===== config.mk =====
export PLATFORM = sky130hd
export DESIGN_NAME = afe_spi_port
export DESIGN_NICKNAME = d
export VERILOG_FILES = /design/src/logic/afe_spi_port.v
export VERILOG_INCLUDE_DIRS = /design/src /design/src/logic
export SDC_FILE = /design/constraint.sdc
export NUM_CORES = 1
export LEC_CHECK = 0
export BUFFER_PORTS_ARGS = -buffer_cell sky130_fd_sc_hd__buf_2
export CAP_MARGIN = 20
export CORE_MARGIN = 2
export CORE_UTILIZATION = 35
export CTS_BUF_LIST = sky130_fd_sc_hd__clkbuf_2 sky130_fd_sc_hd__clkbuf_4 sky130_fd_sc_hd__clkbuf_8
export DETAILED_ROUTE_END_ITERATION = 12
export PLACE_DENSITY = 0.53
export SLEW_MARGIN = 25
export SYNTH_ARGS = -nofsm -noshare
export SYNTH_HDL_FRONTEND = slang
export SYNTH_SLANG_ARGS = --single-unit

===== constraint.sdc =====
create_clock -name clk_sys -period 2.8 [get_ports clk_sys]
set_input_delay 0.14 -clock clk_sys [delete_from_list [all_inputs] [get_ports clk_sys]]
set_output_delay 0.14 -clock clk_sys [all_outputs]
set_load 0.03 [all_outputs]

===== src/logic/afe_spi_defs.vh =====
// afe_spi_defs.vh: constants of the serial register port
// assumes: included by the port module by its bare name
`ifndef AFE_SPI_DEFS_VH
`define AFE_SPI_DEFS_VH

// command byte 0 layout: addr[6:0] in bits 6..0, direction in bit 7
`define CMD_RW_BIT       7
`define CMD_ADDR_MSB     6
// command byte 1 layout: checksum enable in bit 7, read length in bits 6..0
`define CMD_EC_BIT       7
`define CMD_LEN_MSB      6
`define RW_WRITE         1'b0
`define RW_READ          1'b1
`define CRC_INIT         8'hff
`define CRC_POLY         8'h07
`define ADDR_W           7
`define DATA_W           8

`endif


===== src/logic/afe_spi_port.v =====
// afe_spi_port.v: serial slave port for register reads and writes
// assumes: chip select, serial clock and data come from an outside master
// and are sampled on clk_sys; register file sits outside behind regAddr/regWr
`timescale 1ns/1ps
`include "afe_spi_defs.vh"

// Notes on behaviour
// - port accepts clock and data only while chip select is low
// - input bits sampled on rising serial clock, most significant first
// - output bits shifted on falling serial clock, most significant first
// - chip select high disables port and returns framing to idle
// - a write carries exactly one data byte
// - a read returns as many bytes as the command asks
// - direction bit zero writes, one reads
// - checksum enable bit one adds a checksum byte, zero none
// - serial output is high impedance while chip select is high
// - checksum x^8+x^2+x+1, appended, reset to all ones while deselected
// - bad write checksum discards the write and sets error flag
// - read checksum follows data and is not counted in length
module afe_spi_port (
    input  wire        clk_sys,
    input  wire        reset_n,
    input  wire        chipSelectN,
    input  wire        serialClock,
    input  wire        serialDataIn,
    output reg         serialDataOut,
    output wire        serialDataOutEn,
    output reg  [6:0]  regAddr,
    output reg  [7:0]  regWrData,
    output reg         regWr,
    output reg         regRd,
    input  wire [7:0]  regRdData,
    output reg         crcError,
    input  wire        crcErrorClr
);

    // ****************************************
    // frame states
    // ****************************************
    localparam [2:0] ST_CMD0 = 3'd0;
    localparam [2:0] ST_CMD1 = 3'd1;
    localparam [2:0] ST_WDAT = 3'd2;
    localparam [2:0] ST_WCRC = 3'd3;
    localparam [2:0] ST_RDAT = 3'd4;
    localparam [2:0] ST_RCRC = 3'd5;
    localparam [2:0] ST_DONE = 3'd6;

    // ****************************************
    // pin synchronisers
    // ****************************************
    reg [2:0] csSync_r;
    reg [2:0] sckSync_r;
    reg [2:0] sdiSync_r;
    reg       csN_r;
    reg       sck_r;

    // three stages; a select or clock change counts once stages two and three agree, data is taken from stage three
    always @(posedge clk_sys or negedge reset_n) begin
        if (!reset_n) begin
            csSync_r  <= 3'h7;
            sckSync_r <= 3'h0;
            sdiSync_r <= 3'h0;
            csN_r     <= 1'b1;
            sck_r     <= 1'b0;
        end else begin
            csSync_r  <= {csSync_r[1:0], chipSelectN};
            sckSync_r <= {sckSync_r[1:0], serialClock};
            sdiSync_r <= {sdiSync_r[1:0], serialDataIn};
            if (csSync_r[1] == csSync_r[2])
                csN_r <= csSync_r[2];
            if (sckSync_r[1] == sckSync_r[2])
                sck_r <= sckSync_r[2];
        end
    end

    wire sckNew  = (sckSync_r[1] == sckSync_r[2]) ? sckSync_r[2] : sck_r;
    wire sckRise = ~csN_r & sckNew & ~sck_r;
    wire sckFall = ~csN_r & ~sckNew & sck_r;
    wire sdiBit  = sdiSync_r[2];

    // ****************************************
    // checksum step, one bit at a time
    // ****************************************
    function [7:0] crcStep;
        input [7:0] crc;
        input       bitIn;
        begin
            crcStep = {crc[6:0], 1'b0} ^ ((crc[7] ^ bitIn) ? `CRC_POLY : 8'h00);
        end
    endfunction

    // ****************************************
    // frame machine
    // ****************************************
    reg [2:0] state_r;
    reg [2:0] bitCnt_r;
    reg [7:0] shiftIn_r;
    reg [7:0] shiftOut_r;
    reg [7:0] crc_r;
    reg       isRead_r;
    reg       crcOn_r;
    reg [6:0] remain_r;
    reg       outArm_r;

    wire [7:0] byteIn  = {shiftIn_r[6:0], sdiBit};
    wire       lastBit = (bitCnt_r == 3'd7);

    // tristate while deselected
    assign serialDataOutEn = ~csN_r;

    always @(posedge clk_sys or negedge reset_n) begin
        if (!reset_n) begin
            state_r       <= ST_CMD0;
            bitCnt_r      <= 3'd0;
            shiftIn_r     <= 8'h00;
            shiftOut_r    <= 8'h00;
            crc_r         <= `CRC_INIT;
            isRead_r      <= 1'b0;
            crcOn_r       <= 1'b0;
            remain_r      <= 7'h00;
            outArm_r      <= 1'b0;
            serialDataOut <= 1'b0;
            regAddr       <= 7'h00;
            regWrData     <= 8'h00;
            regWr         <= 1'b0;
            regRd         <= 1'b0;
            crcError      <= 1'b0;
        end else begin
            regWr <= 1'b0;
            regRd <= 1'b0;
            // clear first so a same-cycle error still sets the flag
            if (crcErrorClr)
                crcError <= 1'b0;
            if (csN_r) begin
                // deselect abandons any partial frame
                state_r       <= ST_CMD0;
                bitCnt_r      <= 3'd0;
                crc_r         <= `CRC_INIT;
                outArm_r      <= 1'b0;
                serialDataOut <= 1'b0;
            end else begin
                // output shift on falling edge, loaded byte armed at byte end
                if (sckFall && outArm_r) begin
                    serialDataOut <= shiftOut_r[7];
                    shiftOut_r    <= {shiftOut_r[6:0], 1'b0};
                end
                if (sckRise) begin
                    shiftIn_r <= byteIn;
                    bitCnt_r  <= bitCnt_r + 3'd1;
                    // checksum covers both directions' bytes on the line;
                    // read bits count as they stand on the output pin
                    if (state_r == ST_RDAT || state_r == ST_RCRC)
                        crc_r <= crcStep(crc_r, serialDataOut);
                    else if (state_r != ST_WCRC && state_r != ST_DONE)
                        crc_r <= crcStep(crc_r, sdiBit);
                    // step the address early so read data is settled at byte end
                    if (state_r == ST_RDAT && bitCnt_r == 3'd0 && remain_r != 7'h01)
                        regAddr <= regAddr + 7'h01;
                    if (lastBit) begin
                        case (state_r)
                            ST_CMD0: begin
                                regAddr  <= byteIn[`CMD_ADDR_MSB:0];
                                isRead_r <= (byteIn[`CMD_RW_BIT] == `RW_READ);
                                state_r  <= ST_CMD1;
                            end
                            ST_CMD1: begin
                                crcOn_r  <= byteIn[`CMD_EC_BIT];
                                remain_r <= byteIn[`CMD_LEN_MSB:0];
                                if (isRead_r) begin
                                    if (byteIn[`CMD_LEN_MSB:0] == 7'h00) begin
                                        // empty read: only the checksum, if enabled
                                        shiftOut_r <= crcStep(crc_r, sdiBit);
                                        outArm_r   <= byteIn[`CMD_EC_BIT];
                                        state_r    <= byteIn[`CMD_EC_BIT] ? ST_RCRC : ST_DONE;
                                    end else begin
                                        regRd      <= 1'b1;
                                        shiftOut_r <= regRdData;
                                        outArm_r   <= 1'b1;
                                        state_r    <= ST_RDAT;
                                    end
                                end else begin
                                    state_r <= ST_WDAT;
                                end
                            end
                            ST_WDAT: begin
                                regWrData <= byteIn;
                                if (crcOn_r) begin
                                    state_r <= ST_WCRC;
                                end else begin
                                    regWr   <= 1'b1;
                                    state_r <= ST_DONE;
                                end
                            end
                            ST_WCRC: begin
                                if (byteIn == crc_r)
                                    regWr <= 1'b1;
                                else
                                    crcError <= 1'b1;
                                state_r <= ST_DONE;
                            end
                            ST_RDAT: begin
                                remain_r <= remain_r - 7'h01;
                                if (remain_r != 7'h01) begin
                                    regRd      <= 1'b1;
                                    shiftOut_r <= regRdData;
                                end else if (crcOn_r) begin
                                    // checksum not counted in length
                                    shiftOut_r <= crcStep(crc_r, serialDataOut);
                                    state_r    <= ST_RCRC;
                                end else begin
                                    outArm_r <= 1'b0;
                                    state_r  <= ST_DONE;
                                end
                            end
                            ST_RCRC: begin
                                outArm_r <= 1'b0;
                                state_r  <= ST_DONE;
                            end
                            default: state_r <= ST_DONE;  // extra bytes ignored
                        endcase
                    end
                end
            end
        end
    end

endmodule


==> results.toml <==
[setup_path]
path_cells = "or3b_1, a2111oi_4, nand4_1, a21oi_1, a2bb2oi_1"
cp_max_fo = 12
path_buf_inv = 0
crit_type = "flop to flop"
arrival_ns = 2.59
cp_slowest_cell = "a2111oi_4"
critical-path-max-stage-delay_ns = 0.61
critPathTopFamily = "compound AO/OA/AOI/OAI gates"
worstSetupEndpointType = "flop"
worstSetupStartpointType = "flop"
required_ns = 3.06

[hold_path]
hold_class = "primary input to flop"

[power_and_ir_drop]
peakVddDrop_v = 0.000230
leakage_nw = 1.87
power_per_cell_area_nw_per_um2 = 550

[global_route]
antenna_found_initial = 0
grt_use_total = 0.174
grt_pass1_wl_um = 15100
grt_max_degree = 37
grt.overflow.total = 0
grt_pass1_vias = 2862

[logic_synthesis]
syn_area_um2 = 3580
syn_nets = 378
synth_ff_type = "dfrtp_1"
seq_area_frac_synth = 0.487
syn_area_per_cell_um2 = 9.99
ys_types = 57
synth-async-reset-ratio = 1.00
ys_warn_count = 0
ys_seq_elements = 69
syn_inst = 358
synth-edff-count = 0

[layout]
antennaDiodeCount = 0
fillCellCount = 949
multi_input_area_um2 = 1690
regArea_um2 = 1740
nets = 421
final_common_cell = "dfrtp_1"
final_cell_mix = "57 x dfrtp_1, 34 x nand2_1, 33 x buf_2, 26 x a21oi_1, 24 x nor2_1"
postLayoutCellArea_um2 = 4230
area_delta_synth_final_pct = 18.3
drive_gt1_frac = 0.229

[clock_tree]
cts_buffer_depth = 2
cts_root_buf = "clkbuf_8"
clk_pin_slew_ns = 0.08
cts_tree = "built"
cts_inserted_buffers = 9
ctsResizeCount = 0
htree_num_levels = 3
cts_sinks = 69
clk_latency_ns = 0.34

[timing]
fin_worst_skew_ns = 0.00643
fin_setup_tns_ns = 0
rsz0062_at_grt = "false"
slew_headroom = 0.441
worst_pin_slew_ns = 0.839
fmax_mhz = 430
setup_viol = 0
min_period_ns = 2.33
min_period_over_period = 0.831
slew_viol_final = 0
finalHoldViolations = 0

[placed_design]
hpwl_um = 6450
gp_congestion = 0.909
io_buffers = 33
place_area_um2 = 3950

[floorplan]
die-area_um2 = 11000
core_um2 = 9860
dieWidth_um = 105
initial_utilization = 0.363
die_h_um = 105
io_pins = 34
rows = 36

[route]
avgRoutedWirePerCell_um = 16.7
viasPerCell = 5.34
drt_iter0_markers = 132
top_layer_used = "met4"
vias = 2878
wl_met1_um = 4340
finalWirelength_um = 9020
wl_met2_um = 4180
drc = 0
first_pass_iters = 4
postRouteAntennaNets = 0
wl_met3_um = 341

[run_status]
status = "complete, no violations"

[job]
drv_cap = 0
==> power by group <==
group | total [W] | internal [W] | switching [W]
sequential | 0.00109 | 0.00105 | 0.0000412
combinational | 0.000306 | 0.000122 | 0.000184
clock | 0.000926 | 0.000558 | 0.000368
==> through the flow <==
step	hold slack [ns]	power, W	setup slack, ns	std cells	utilization
final	0.0210	0.00233	0.474	539	0.429
after CTS	0.0131	0.00236	0.513	539	0.429
after floorplan	-0.156	0.00127	0.788	358	-
after detailed placement	0.251	0.00141	0.522	518	0.400
after global routing	0.0177	0.00244	0.298	539	0.429
after global placement	0.246	0.00141	0.571	518	0.400
==> cells by family after synthesis <==
kind of cell               Yosys count  share of synthesized area
AOI/OAI and AO/OA                   98                      0.189
and+or+nand+nor                    113                      0.163
adders and majority gates            8                     0.0266
muxes                               16                     0.0479
xor gates and xnor gates            18                     0.0441
DFF                                 69                      0.487
buffers and inverters               36                     0.0427
==> worst paths after layout <==
check / start / endpoint / slack, ns / cells after the start
max: state_r[2] / regAddr[6] / 0.47 / 5
min: regRdData[5] / shiftOut_r[5] / 0.02 / 2
max reg2reg: state_r[2] / regAddr[6] / 0.47 / 5
min reg2reg: csSync_r[0] / csSync_r[1] / 0.36 / 0
max in group asynchronous: reset_n / shiftOut_r[1] / 1.69 / 3
min in group asynchronous: reset_n / regAddr[0] / 0.44 / 2
==> synthesized netlist by cell type, types with 3 or more instances <==
cell type	instances	share of area
dfrtp_1	57	0.40
inv_1	13	0.014
nor3b_1	4	0.0084
mux2_2	9	0.028
mux2i_1	7	0.020
o21ai_0	21	0.029
a2bb2oi_1	3	0.0073
nand3_1	10	0.014
xnor2_1	15	0.037
nand4_1	7	0.012
clkbuf_1	18	0.019
o22a_1	6	0.015
o211ai_1	3	0.0063
nor2_1	24	0.025
a31oi_1	5	0.0087
xor2_1	3	0.0073
ha_1	6	0.021
a211oi_1	3	0.0063
nand2_1	34	0.036
a21oi_1	26	0.036
nand2b_1	6	0.010
and2_1	3	0.0052
nor3_1	7	0.0098
a22o_1	5	0.012
nor4_1	3	0.0052
a221o_1	5	0.014
dfstp_2	12	0.088
o22ai_1	5	0.0087
==> cell type report <==
cell class,count,share of cell area
repair buffers,55,0.0840
clock inverters,4,0.0166
well taps,133,0.0393
multi-input cells,253,0.399
flip-flops and latches,69,0.412
clock buffers,12,0.0376
inverters,13,0.0115
==> layer usage <==
metal | track usage | up-vias
li1 | - | 1383
met1 | 0.246 | 1418
met2 | 0.268 | 64
met3 | 0.0237 | 13
met4 | 0.0695 | 0
met5 | 0 | -
==> sequential cells by signal, indices dropped and copies added, names as in the netlist, 7 cells and up <==
name and flops:
regWrData 8, regAddr 7, shiftIn_r 7, shiftOut_r 8, remain_r 7, crc_r 8
==> repair_timing <==
action,in CTS,in global routing
buffers inserted,0,0
hold buffers,5,0
hold endpoints to repair,27,0
No activity file was read; power rests on OpenSTA's default activity.
